File: src/fdcrs_pkg.sv
// Purpose: Constants and types for the rate control and result status block
// Assumes: One clock domain, 8-bit host data
// Notes:   Operation list below
// Operation
// Register mode chosen by two config bits; third mode when both low.
// Third mode: input reg bits 1:0 show rate; hold on soft reset.
// Third mode: input reg bit 3 shows output reg DMA gate enable.
// Third mode: input reg bits 6:4 read zero.
// Input reg bit 7 is inverse of sampled disk change pin.
// Write-only rate config shares input reg address; rate resets to 10.
// Software writes zero to unused upper bits of rate config.
// Third mode: precomp-disable bit stored only, read back, soft reset proof.
// Density output high after hard reset, untouched by soft resets.
// Rate selection decodes to data rate and density level per drive option.
// Result phase presents status bytes through the data register.
// Status 0 bits 7:6 hold termination code.
// Status 0 bit 5 set on seek, relative seek or recalibrate completion.
// Status 0 bit 4 flags equipment fault on recalibrate or outward seek.
// Status 0 holds head in bit 2 and drive in bits 1:0.
// Unused status bits read zero: st0 bit 3, st1 bits 6 and 3.
// Status 1 bit 7 set on access past last track sector.
// Status 1 bit 5 set on CRC error in ID or data field.
// Status 1 bit 4 set on overrun or underrun.
// Status 1 bit 2 flags no data conditions.
// Status 1 bit 1 set when write protect active during write commands.
// Status 1 bit 0 flags missing address mark.
package fdcrs_pkg;
   localparam logic [9:0] ADDR_DATA      = 10'h3F5;
   localparam logic [9:0] ADDR_DIR_CCR   = 10'h3F7;
   localparam logic [1:0] RATE_RESET     = 2'h2;
   localparam logic       PRECOMP_RESET  = 1'b0;
   localparam logic       DENSITY_RESET  = 1'b1;
   localparam int         RATE_LO_BIT    = 0;
   localparam int         PRECOMP_BIT    = 2;
   localparam int         DMA_GATE_BIT   = 3;
   localparam int         DISK_CHANGE_FLAG_BIT     = 7;
   localparam logic [1:0] TERM_NORMAL    = 2'h0;
   localparam logic [1:0] TERM_ABNORMAL  = 2'h1;
   localparam logic [1:0] TERM_INVALID   = 2'h2;
   localparam logic [1:0] TERM_POLLING   = 2'h3;
   localparam logic [6:0] RECAL_STEPS    = 7'h50;

   typedef enum logic [1:0] {
      FDCRS_MODE_THIRD = 2'b00,
      FDCRS_MODE_ENH   = 2'b01,
      FDCRS_MODE_STD   = 2'b10
   } fdcrs_mode_e;

   typedef enum logic [1:0] {
      FDCRS_RATE_500 = 2'b00,
      FDCRS_RATE_300 = 2'b01,
      FDCRS_RATE_250 = 2'b10,
      FDCRS_RATE_1M  = 2'b11
   } fdcrs_rate_e;

   typedef enum logic [1:0] {
      FDCRS_RES_IDLE = 2'b00,
      FDCRS_RES_ST0  = 2'b01,
      FDCRS_RES_ST1  = 2'b10
   } fdcrs_res_e;
endpackage

File: src/fdcrs_stat_if.sv
// Purpose: Carries status bytes 0 and 1 from status builder to top
// Assumes: Single clock
// Notes:   None
`timescale 1ns/1ps
interface fdcrs_stat_if;
   logic [7:0] st0;
   logic [7:0] st1;
   modport builder (output st0, output st1);
   modport user    (input st0, input st1);
endinterface

File: src/fdcrs_sync.sv
// Purpose: Two-flop synchroniser for pin inputs
// Assumes: Asynchronous pin
// Notes:   First flop read only by second
`timescale 1ns/1ps
module fdcrs_sync
   import fdcrs_pkg::*;
(
   input  wire logic clk,
   input  wire logic rst,
   input  wire logic d,
   output logic      q
);
   logic meta_reg;
   logic meta_next;
   logic q_next;

   always_comb begin
      meta_next = d;
      q_next    = meta_reg;
   end

   always_ff @(posedge clk or posedge rst) begin
      if (rst) begin
         meta_reg <= 1'b0;
         q        <= 1'b0;
      end else begin
         meta_reg <= meta_next;
         q        <= q_next;
      end
   end
endmodule

File: src/fdcrs_status.sv
// Purpose: Builds result status bytes 0 and 1 from a command's completion
// Assumes: Events are one-cycle pulses from the command engine
// Notes:   Status 0 latches at completion; status 1 flags clear at next command start
`timescale 1ns/1ps
module fdcrs_status
   import fdcrs_pkg::*;
(
   input  wire logic       clk,
   input  wire logic       rst,
   input  wire logic       soft_rst,
   input  wire logic       cmd_start,
   input  wire logic       cmd_done,
   input  wire logic [1:0] term_code,
   input  wire logic       seek_cmd,
   input  wire logic       recal_fail,
   input  wire logic       rel_seek_under,
   input  wire logic       head,
   input  wire logic [1:0] drive_number,
   input  wire logic       end_of_track,
   input  wire logic       no_tc,
   input  wire logic       crc_fault,
   input  wire logic       overrun,
   input  wire logic       sector_not_found,
   input  wire logic       wp_active,
   input  wire logic       write_cmd,
   input  wire logic       mark_missing,
   fdcrs_stat_if.builder   st
);
   logic [7:0] st0_reg;
   logic [7:0] st0_next;
   logic [7:0] st1_reg;
   logic [7:0] st1_next;

   always_comb begin
      st0_next = st0_reg;
      st1_next = st1_reg;
      if (cmd_start) begin
         st1_next = 8'h00;
      end
      // Sticky error flags; events in the clearing cycle still land
      if (end_of_track || no_tc)          st1_next[7] = 1'b1;
      if (crc_fault)                      st1_next[5] = 1'b1;
      if (overrun)                        st1_next[4] = 1'b1;
      if (sector_not_found)               st1_next[2] = 1'b1;
      if (wp_active && write_cmd)         st1_next[1] = 1'b1;
      if (mark_missing)                   st1_next[0] = 1'b1;
      st1_next[6] = 1'b0;
      st1_next[3] = 1'b0;
      if (cmd_done) begin
         st0_next[7:6] = term_code;
         st0_next[5]   = seek_cmd;
         st0_next[4]   = recal_fail || rel_seek_under;
         st0_next[3]   = 1'b0;
         st0_next[2]   = head;
         st0_next[1:0] = drive_number;
      end
      if (soft_rst) begin
         st0_next = 8'h00;
         st1_next = 8'h00;
      end
   end

   always_ff @(posedge clk or posedge rst) begin
      if (rst) begin
         st0_reg <= 8'h00;
         st1_reg <= 8'h00;
      end else begin
         st0_reg <= st0_next;
         st1_reg <= st1_next;
      end
   end

   assign st.st0 = st0_reg;
   assign st.st1 = st1_reg;
endmodule

File: src/fdcrs_top.sv
// Purpose: Digital input / rate config register and result status readout
// Assumes: Host I/O strobes are synchronous to CLK_SYS, one cycle wide
// Notes:   Third register mode when both mode bits are low
`timescale 1ns/1ps
module fdcrs_top
   import fdcrs_pkg::*;
(
   input  wire logic       CLK_SYS,
   input  wire logic       RST,
   input  wire logic [9:0] ADDR,
   input  wire logic       IO_RD,
   input  wire logic       IO_WR,
   input  wire logic [7:0] WDATA,
   output logic      [7:0] RDATA,
   output logic            RDATA_OE,
   input  wire logic       MODE_IDENT,
   input  wire logic       MODE_MFM,
   input  wire logic [1:0] DRIVE_RATE_OPT,
   input  wire logic       SOFT_RST,
   input  wire logic       DMA_GATE_ENABLE,
   input  wire logic       DISK_CHANGE_IN,
   input  wire logic       WRITE_PROTECT_IN,
   input  wire logic       RESULT_PHASE,
   input  wire logic       CMD_START,
   input  wire logic       CMD_DONE,
   input  wire logic [1:0] TERM_CODE,
   input  wire logic       SEEK_CMD,
   input  wire logic       RECAL_FAIL,
   input  wire logic       REL_SEEK_UNDER,
   input  wire logic       HEAD_ADDR,
   input  wire logic [1:0] DRIVE_NUMBER,
   input  wire logic       END_OF_TRACK,
   input  wire logic       NO_TC,
   input  wire logic       CRC_FAULT,
   input  wire logic       OVERRUN,
   input  wire logic       SECTOR_NOT_FOUND,
   input  wire logic       WRITE_CMD,
   input  wire logic       MARK_MISSING,
   output logic      [1:0] RATE_SELECT,
   output logic      [1:0] DATA_RATE_CODE,
   output logic            DENSITY_SELECT_OUT
);
   fdcrs_stat_if st_if ();

   logic        disk_change_flag_s;
   logic        wp_s;
   fdcrs_mode_e mode;
   logic [1:0]  rate_reg;
   logic [1:0]  rate_next;
   logic        precomp_reg;
   logic        precomp_next;
   logic        density_reg;
   logic        density_next;
   logic [1:0]  drate_reg;
   logic [1:0]  drate_next;
   logic [7:0]  rdata_next;
   logic        oe_next;
   logic        res_idx_reg;
   logic        res_idx_next;
   logic [7:0]  dir_val;

   // ------------------------------------------------------------
   // Pin synchronisers
   // ------------------------------------------------------------
   fdcrs_sync u_sync_disk_change_flag (
      .clk (CLK_SYS),
      .rst (RST),
      .d   (DISK_CHANGE_IN),
      .q   (disk_change_flag_s)
   );

   fdcrs_sync u_sync_wp (
      .clk (CLK_SYS),
      .rst (RST),
      .d   (WRITE_PROTECT_IN),
      .q   (wp_s)
   );

   // ------------------------------------------------------------
   // Status builder
   // ------------------------------------------------------------
   fdcrs_status u_status (
      .clk              (CLK_SYS),
      .rst              (RST),
      .soft_rst         (SOFT_RST),
      .cmd_start        (CMD_START),
      .cmd_done         (CMD_DONE),
      .term_code        (TERM_CODE),
      .seek_cmd         (SEEK_CMD),
      .recal_fail       (RECAL_FAIL),
      .rel_seek_under   (REL_SEEK_UNDER),
      .head             (HEAD_ADDR),
      .drive_number     (DRIVE_NUMBER),
      .end_of_track     (END_OF_TRACK),
      .no_tc            (NO_TC),
      .crc_fault        (CRC_FAULT),
      .overrun          (OVERRUN),
      .sector_not_found (SECTOR_NOT_FOUND),
      .wp_active        (wp_s),
      .write_cmd        (WRITE_CMD),
      .mark_missing     (MARK_MISSING),
      .st               (st_if.builder)
   );

   // ------------------------------------------------------------
   // Mode select and register state
   // ------------------------------------------------------------
   always_comb begin
      if (MODE_IDENT)    mode = FDCRS_MODE_STD;
      else if (MODE_MFM) mode = FDCRS_MODE_ENH;
      else               mode = FDCRS_MODE_THIRD;
   end

   always_comb begin
      rate_next    = rate_reg;
      precomp_next = precomp_reg;
      // Soft reset leaves rate, precomp and density untouched
      if (IO_WR && ADDR == ADDR_DIR_CCR) begin
         rate_next = WDATA[RATE_LO_BIT +: 2];
         if (mode == FDCRS_MODE_THIRD) precomp_next = WDATA[PRECOMP_BIT];
      end
   end

   // Rate decode by drive option
   always_comb begin
      drate_next   = rate_reg;
      density_next = (rate_reg == FDCRS_RATE_1M) || (rate_reg == FDCRS_RATE_500);
      if (DRIVE_RATE_OPT == 2'h0 || DRIVE_RATE_OPT == 2'h3) drate_next = rate_reg;
      // 300 code maps to 500 for three-mode drives; other options keep the 300 code
      if (DRIVE_RATE_OPT == 2'h1 && rate_reg == FDCRS_RATE_300) drate_next = FDCRS_RATE_500;
      if (MODE_IDENT == 1'b0) density_next = ~density_next;
   end

   // ------------------------------------------------------------
   // Read path
   // ------------------------------------------------------------
   always_comb begin
      dir_val = 8'h00;
      dir_val[DISK_CHANGE_FLAG_BIT] = ~disk_change_flag_s;
      case (mode)
         FDCRS_MODE_THIRD: begin
            dir_val[RATE_LO_BIT +: 2] = rate_reg;
            dir_val[PRECOMP_BIT]      = precomp_reg;
            dir_val[DMA_GATE_BIT]     = DMA_GATE_ENABLE;
            dir_val[6:4]              = 3'h0;
         end
         FDCRS_MODE_ENH: begin
            dir_val[6:3] = 4'hF;
            dir_val[2:1] = rate_reg;
            dir_val[0]   = ~(rate_reg == FDCRS_RATE_1M || rate_reg == FDCRS_RATE_500);
         end
         default: begin
            dir_val[6:0] = 7'h00;
         end
      endcase
   end

   always_comb begin
      rdata_next   = 8'h00;
      oe_next      = 1'b0;
      res_idx_next = res_idx_reg;
      if (CMD_START || SOFT_RST) res_idx_next = 1'b0;
      if (IO_RD && ADDR == ADDR_DIR_CCR) begin
         rdata_next = dir_val;
         oe_next    = 1'b1;
      end else if (IO_RD && ADDR == ADDR_DATA && RESULT_PHASE) begin
         rdata_next   = res_idx_reg ? st_if.st1 : st_if.st0;
         oe_next      = 1'b1;
         res_idx_next = ~res_idx_reg;
      end
   end

   always_ff @(posedge CLK_SYS or posedge RST) begin
      if (RST) begin
         rate_reg           <= RATE_RESET;
         precomp_reg        <= PRECOMP_RESET;
         density_reg        <= DENSITY_RESET;
         drate_reg          <= RATE_RESET;
         RDATA              <= 8'h00;
         RDATA_OE           <= 1'b0;
         res_idx_reg        <= 1'b0;
         RATE_SELECT        <= RATE_RESET;
         DATA_RATE_CODE     <= RATE_RESET;
         DENSITY_SELECT_OUT <= DENSITY_RESET;
      end else begin
         rate_reg           <= rate_next;
         precomp_reg        <= precomp_next;
         density_reg        <= density_next;
         drate_reg          <= drate_next;
         RDATA              <= rdata_next;
         RDATA_OE           <= oe_next;
         res_idx_reg        <= res_idx_next;
         RATE_SELECT        <= rate_reg;
         DATA_RATE_CODE     <= drate_reg;
         DENSITY_SELECT_OUT <= density_reg;
      end
   end
endmodule

File: config.mk
export PLATFORM = sky130hd
export DESIGN_NAME = fdcrs_top
export DESIGN_NICKNAME = d
export VERILOG_FILES = /design/src/fdcrs_pkg.sv /design/src/fdcrs_stat_if.sv /design/src/fdcrs_sync.sv /design/src/fdcrs_status.sv /design/src/fdcrs_top.sv
export SDC_FILE = /design/constraint.sdc
export NUM_CORES = 1
export LEC_CHECK = 0
export ABC_AREA = 0
export BUFFER_PORTS_ARGS = -buffer_cell sky130_fd_sc_hd__buf_4
export CAP_MARGIN = 5
export CELL_PAD_IN_SITES_DETAIL_PLACEMENT = 0
export CELL_PAD_IN_SITES_GLOBAL_PLACEMENT = 2
export CORE_MARGIN = 4
export CORE_UTILIZATION = 32
export DETAILED_ROUTE_END_ITERATION = 16
export GPL_TIMING_DRIVEN = 0
export PLACE_DENSITY_LB_ADDON = 0.1
export SYNTH_ARGS = -nofsm -noshare
export SYNTH_HDL_FRONTEND = slang
export SYNTH_HIERARCHICAL = 1
export SYNTH_SLANG_ARGS = --single-unit
File: constraint.sdc
create_clock -name CLK_SYS -period 3.8 [get_ports CLK_SYS]
set_input_delay 0.76 -clock CLK_SYS [delete_from_list [all_inputs] [get_ports CLK_SYS]]
set_output_delay 0.76 -clock CLK_SYS [all_outputs]
set_load 0.02 [all_outputs]
==> flow_summary.ini, run 1 <==
[cells_and_area]
layout_common_cells = buf_4, dfrtp_1, nor2_1
final.fill_count = 487
layout_commonest_cell = buf_4
stdcell_count = 271
drive_gt1_share_pct = 43.1
nNetsFinal = 252
multiInputGateArea_sq_um = 614
largest_reg_flops = 8
final_core_util_pct = 47.2
antenna_cells = 0
syn_to_final_growth_pct = 38.5
seq_area_sq_um = 958

[detailed_routing]
viasPerCell = 4.47
ant_nets = 0
drc = 0
firstDrtPassIters = 4
initialDrtViolationCount = 53
routed_wl_microns = 3680
wl_per_cell_microns = 13.6
num_vias = 1211

[global_route]
grt_max_degree = 22
grt_pass1_vias = 1252
antenna_found_initial = 0
overflow = 0
grt_pass1_wl_microns = 6100
grt_usage_pct = 12.6

[yosys]
synth_cells = 140
synthFlopType = dfrtp_1
synth_top_area_share_pct = 48.2
synth.area.top_cells = dfrtp_1, dfstp_2, mux2i_1
synth_area_leader_cell = dfrtp_1
yosysSeqAreaShare_pct = 57.6
synth_edf_count = 0
synth_area_sq_um = 1660
avgSynthCellArea_sq_um = 11.9
synth_cell_type_count = 29
async_reset_ff_share_pct = 100
synth_warnings = 6
ys_seq_elements = 38

[worst_setup_path]
critical-path-top-delay-family = flip-flops
cp_slowest_cell = dfstp_2
critPathCapture = RATE_SELECT[1]
required_ns = 3.04
r2r_slack_ns = 2.32
reg2reg_depth = 4
cp-end-kind = output pin
startpoint = RATE_SELECT[1]
critPathKind = reg2out
crit_path_start_kind = flip-flop
critical_path.max_fanout = 1
critical_path_buf_inv_count = 1
cp.depth = 1
critPathArrivalTime_ns = 0.93
path_cells = buf_4
regToRegStartpoint = rate_reg[1]
r2r-end = RDATA[0]
max_stage_delay_ns = 0.52

[clock_network]
cts_tree = done
hold_buffers = 0
cts.clk_slew.worst_paths_ns = 0.08
post_cts_buffers = 0
cts.sink_count = 38
clock_latency_ns = 0.29
root_buffer = clkbuf_8
numCtsBuffers = 5
htree_levels = 2
clk_path_buf_depth = 2
cts_resized = 0

[timing]
drv_slew = 0
period_minus_slack_ns = 1.69
timing.slew.headroom_pct = 47.8
setup_ws_ns = 2.11
worst_pin_slew_ns = 0.783
fin_skew_ns = 0.00689
fmax_ghz = 0.591
tns_ns = 0
period_share_pct = 44.5
rsz0062_at_grt = false
setup-violations-final = 0
hold_viol = 0

[die]
io_pins = 62
die_h_microns = 80.1
coreArea_sq_um = 4880
std_cell_rows = 25
start_util_pct = 34.1
dieWidth_microns = 80.1
die_area_sq_um = 6410

[placement]
dp_cells = 263
gp_congestion = 0.746
hpwl_microns = 2780
port_buffers = 54
dp_slack_ns = 1.91

[power_and_ir_drop]
p_seq_share_pct = 45.4
p_leak_nw = 1.13
clockPowerShare_pct = 45.1
internal-power_uw = 748
switching_power_uw = 187
peakVddDrop_uv = 207
p_total_uw = 935
swShare_pct = 20.0
power_density_nw_per_um2 = 406
p_comb_share_pct = 9.5

[run_status]
status = finished clean

[job]
maxCapViolCount = 0

[worst_hold_path]
hold_path_class = in2async
## worst min-delay path by stage
stage	start	end	slack, ns
2_1_floorplan	drate_reg[0]	DATA_RATE_CODE[0]	0.33
3_3_place_gp	u_sync_wp/meta_reg	u_sync_wp/q	0.34
3_5_place_dp	drate_reg[0]	DATA_RATE_CODE[0]	0.34
4_1_cts	RST	u_sync_wp/q	0.32
5_1_grt	RST	u_sync_wp/meta_reg	0.33
6_report	RST	u_sync_wp/meta_reg	0.33
## final cells by class
class	instances	share of cell area, %
buffer	8	2.61
inverter	10	1.63
timing repair buffer	54	17.6
sequential	38	41.6
clock buffer	6	3.59
clock inverter	2	2.61
multi-input combinational	86	26.7
tap	67	3.64
## cell families (layout without fill, tap and decap cells)
logic type | Yosys count | count (layout) | share of synthesized area (%)
xor+xnor | 1 | 1 | 0.527
fa+ha+maj | 1 | 1 | 0.752
compound gates | 17 | 17 | 6.70
other cells | 1 | 3 | 0.226
flops | 38 | 38 | 57.6
buf+inv | 18 | 80 | 5.87
simple gates | 44 | 44 | 15.7
mux | 20 | 20 | 12.6
## cell usage after synthesis, types with 2 or more instances
cell      number
dfrtp_1       32
nor2_1        15
mux2i_1       13
a21oi_1       11
inv_1         10
nand2_1        8
mux2_2         7
dfstp_2        6
nand2b_1       6
o22a_1         4
buf_2          3
buf_4          3
nand3b_1       3
and2_1         2
buf_6          2
nor4_1         2
## per-layer routing
| metal | share of wire, % | GRT usage (%) | vias up |
|---|---|---|---|
| met5 | 0 | 0 | - |
| met4 | 1.1 | 3.55 | 0 |
| met3 | 8.1 | 4.48 | 6 |
| met2 | 47 | 20.8 | 46 |
| met1 | 44 | 15.4 | 569 |
| li1 | - | - | 590 |
## power groups by stage
stage	combinational, mW	clock [mW]	sequential, mW
after floorplan	0.0407	0	0.432
after global placement	0.0881	0	0.432
after detailed placement	0.0898	0	0.432
after CTS	0.0902	0.433	0.425
after global routing	0.0990	0.455	0.426
final	0.0888	0.421	0.425
## metrics by stage
| step | area (sq um) | hold slack [ns] |
|---|---|---|
| finish | 2300 | 0.332 |
| global placement | 2160 | 0.338 |
| CTS | 2300 | 0.324 |
| global route | 2300 | 0.327 |
| floorplan | 1670 | 0.331 |
| detailed placement | 2160 | 0.340 |
(Power assumes the default switching activity.)
==> inputs of run 2 (changes only) <==
Settings changed: ABC_AREA 0 to 1, CORE_UTILIZATION 32 to 24.
Clock period 3.8 ns to 1.39 ns, I/O delays scaled along.
==> run 2 against run 1 <==
Compared with the run above:
- synthesized cell count is 41% higher
- utilization shrank 12 points
- critical path type is now reg2reg
- non-clock buffer count unchanged
- largest cell class unchanged
- sequential share of layout area fell by 0.93 points
- via count grew 15%
- cell count is 27% higher
==> flow_summary.ini, run 2 <==
[detailed_routing]
routed_wl_microns = 4020
viasPerCell = 4.06
num_vias = 1397
ant_nets = 0
firstDrtPassIters = 4
drc = 0
wl_per_cell_microns = 11.7
initialDrtViolationCount = 49

[worst_setup_path]
reg2reg_depth = 5
max_stage_delay_ns = 0.55
cp-end-kind = flip-flop
required_ns = 1.62
critPathArrivalTime_ns = 1.51
cp_slowest_cell = dfstp_2
crit_path_start_kind = flip-flop
critical_path.max_fanout = 4
path_cells = inv_1 > ha_1 > o21ai_2 > nand3_1 > nand2_1
critPathKind = reg2reg

[yosys]
synth.area.top_cells = dfrtp_1, nand2_1, dfstp_2
synth_edf_count = 0
synth_top_area_share_pct = 48.0
synth_cell_type_count = 23
synth_cells = 197
yosysSeqAreaShare_pct = 57.5
ys_seq_elements = 38
avgSynthCellArea_sq_um = 8.47
synth_warnings = 6
synth_most_common_cell = nand2_1
yosys-top-cells-count = nand2_1, dfrtp_1, inv_1, nand3_1, nor2_1
async_reset_ff_share_pct = 100
synthFlopType = dfrtp_1
synth_area_sq_um = 1670
synth_area_leader_cell = dfrtp_1

[die]
die_area_sq_um = 8350
std_cell_rows = 30
dieWidth_microns = 91.4
coreArea_sq_um = 6760
io_pins = 62
die_h_microns = 91.4
start_util_pct = 24.7

[clock_network]
cts.sink_count = 38
cts.clk_slew.worst_paths_ns = 0.08
numCtsBuffers = 5
htree_levels = 2
clk_path_buf_depth = 2
root_buffer = clkbuf_8
clock_latency_ns = 0.28
post_cts_buffers = 0
cts_tree = done

[power_and_ir_drop]
p_leak_nw = 1.28
swShare_pct = 21.5
peakVddDrop_uv = 438
power_density_nw_per_um2 = 1080
internal-power_mw = 2.00
switching_power_uw = 549
p_total_mw = 2.55
p_seq_share_pct = 46.0
p_comb_share_pct = 9.8
clockPowerShare_pct = 44.2

[job]
maxCapViolCount = 0

[timing]
setup_ws_ns = 0.109
drv_slew = 0
period_share_pct = 92.2
period_minus_slack_ns = 1.28
worst_pin_slew_ns = 0.525
holdWs_ns = 0.0944
hold_viol = 0
timing.slew.headroom_pct = 65.0
fmax_ghz = 0.780
fin_skew_ns = 0.00747
tns_ns = 0
rsz0062_at_grt = false
setup-violations-final = 0

[cells_and_area]
drive_gt1_share_pct = 32.2
seq_area_sq_um = 958
layout_commonest_cell = nand2_1
stdcell_count = 344
syn_to_final_growth_pct = 41.2
largest_reg_flops = 8
final.fill_count = 734
multiInputGateArea_sq_um = 592
antenna_cells = 0
layout_common_cells = nand2_1, buf_4, dfrtp_1
nNetsFinal = 312

[placement]
dp_cells = 335
port_buffers = 56
hpwl_microns = 3160
gp_congestion = 0.705
dp_slack_ns = 0.0536

[global_route]
antenna_found_initial = 0
overflow = 0
grt_pass1_vias = 1489
grt_max_degree = 22
grt_pass1_wl_microns = 6910
grt_usage_pct = 10.4

[worst_hold_path]
hold_path_class = in2reg
min_delay_path_depth = 1

[run_status]
status = finished clean
==> run 2: changes by cell type after synthesis, sizes merged, moves of 5 or more <==
cell	before	now
mux2	7	0
inv	10	22
mux2i	13	0
nand2	8	81
nand3	0	13
nand2b	6	0
o21ai	0	9
a21oi	11	6
==> run 2: kinds of logic after synthesis <==
family | count (synthesis) | synth area share, %
AOI/OAI and AO/OA | 15 | 4.50
and+or+nand+nor | 112 | 28.8
xor gates and xnor gates | 1 | 0.525
other | 1 | 0.225
buffers and inverters | 29 | 7.73
adders and majority gates | 1 | 0.750
DFF | 38 | 57.5
==> run 2: path summary, 6_finish.rpt <==
check | end | from | slack [ns]
worst max-delay path | RDATA[0] | rate_reg[1] | 0.11
worst min-delay path | u_sync_wp/meta_reg | WRITE_PROTECT_IN | 0.09
worst max register to register | RDATA[0] | rate_reg[1] | 0.11
worst min register to register | u_sync_wp/q | u_sync_wp/meta_reg | 0.35
max in group asynchronous | u_status/st.st0[5] | RST | 0.41
min in group asynchronous | u_sync_disk_change_flag/meta_reg | RST | 0.43
==> run 2: cell type report <==
class / count / share of cell area [%]
multi-input cells: 132 / 25.1
clock inverters: 3 / 2.92
clock buffers: 5 / 2.92
well taps: 80 / 4.25
flip-flops and latches: 38 / 40.7
inverters: 24 / 4.14
repair buffers: 57 / 18.3
plain buffers: 5 / 1.65
==> run 2: power by group through the flow <==
stage | clock, mW | sequential [mW] | combinational (mW)
after floorplan | 0 | 1.20 | 0.105
after global placement | 0 | 1.19 | 0.249
after detailed placement | 0 | 1.19 | 0.250
after CTS | 1.16 | 1.17 | 0.253
after global routing | 1.21 | 1.18 | 0.284
final | 1.13 | 1.17 | 0.249
==> run 2: what timing repair did <==
| action | CTS | global route |
|---|---|---|
| endpoints found under the hold margin | 4 | 0 |
| setup endpoints to repair | 0 | 22 |
| hold buffers | 1 | 0 |
| gates resized for setup | 0 | 4 |
==> run 2: stage by stage <==
stage | utilization [%] | area, sq um
6_report | 34.9 | 2350
5_1_grt | 34.9 | 2350
4_1_cts | 34.7 | 2340
3_5_place_dp | 32.5 | 2200
3_3_place_gp | 32.5 | 2200
2_1_floorplan | - | 1680
==> run 2: layer usage <==
metal / track usage (%) / vias to the layer above / part of all wire (%)
li1: - / 733 / -
met1: 13.2 / 627 / 45
met2: 16.9 / 35 / 48
met3: 3.48 / 2 / 6.0
met4: 2.64 / 0 / 0.55
met5: 0 / - / 0
==> run 2: critical path: cells and delay by family, from the launching register on <==
kind	cells	cell delay [ns]
AOI/OAI and AO/OA	1	0.12
adders and majority gates	1	0.32
buffers and inverters	1	0.08
DFF	1	0.55
and+or+nand+nor	2	0.16
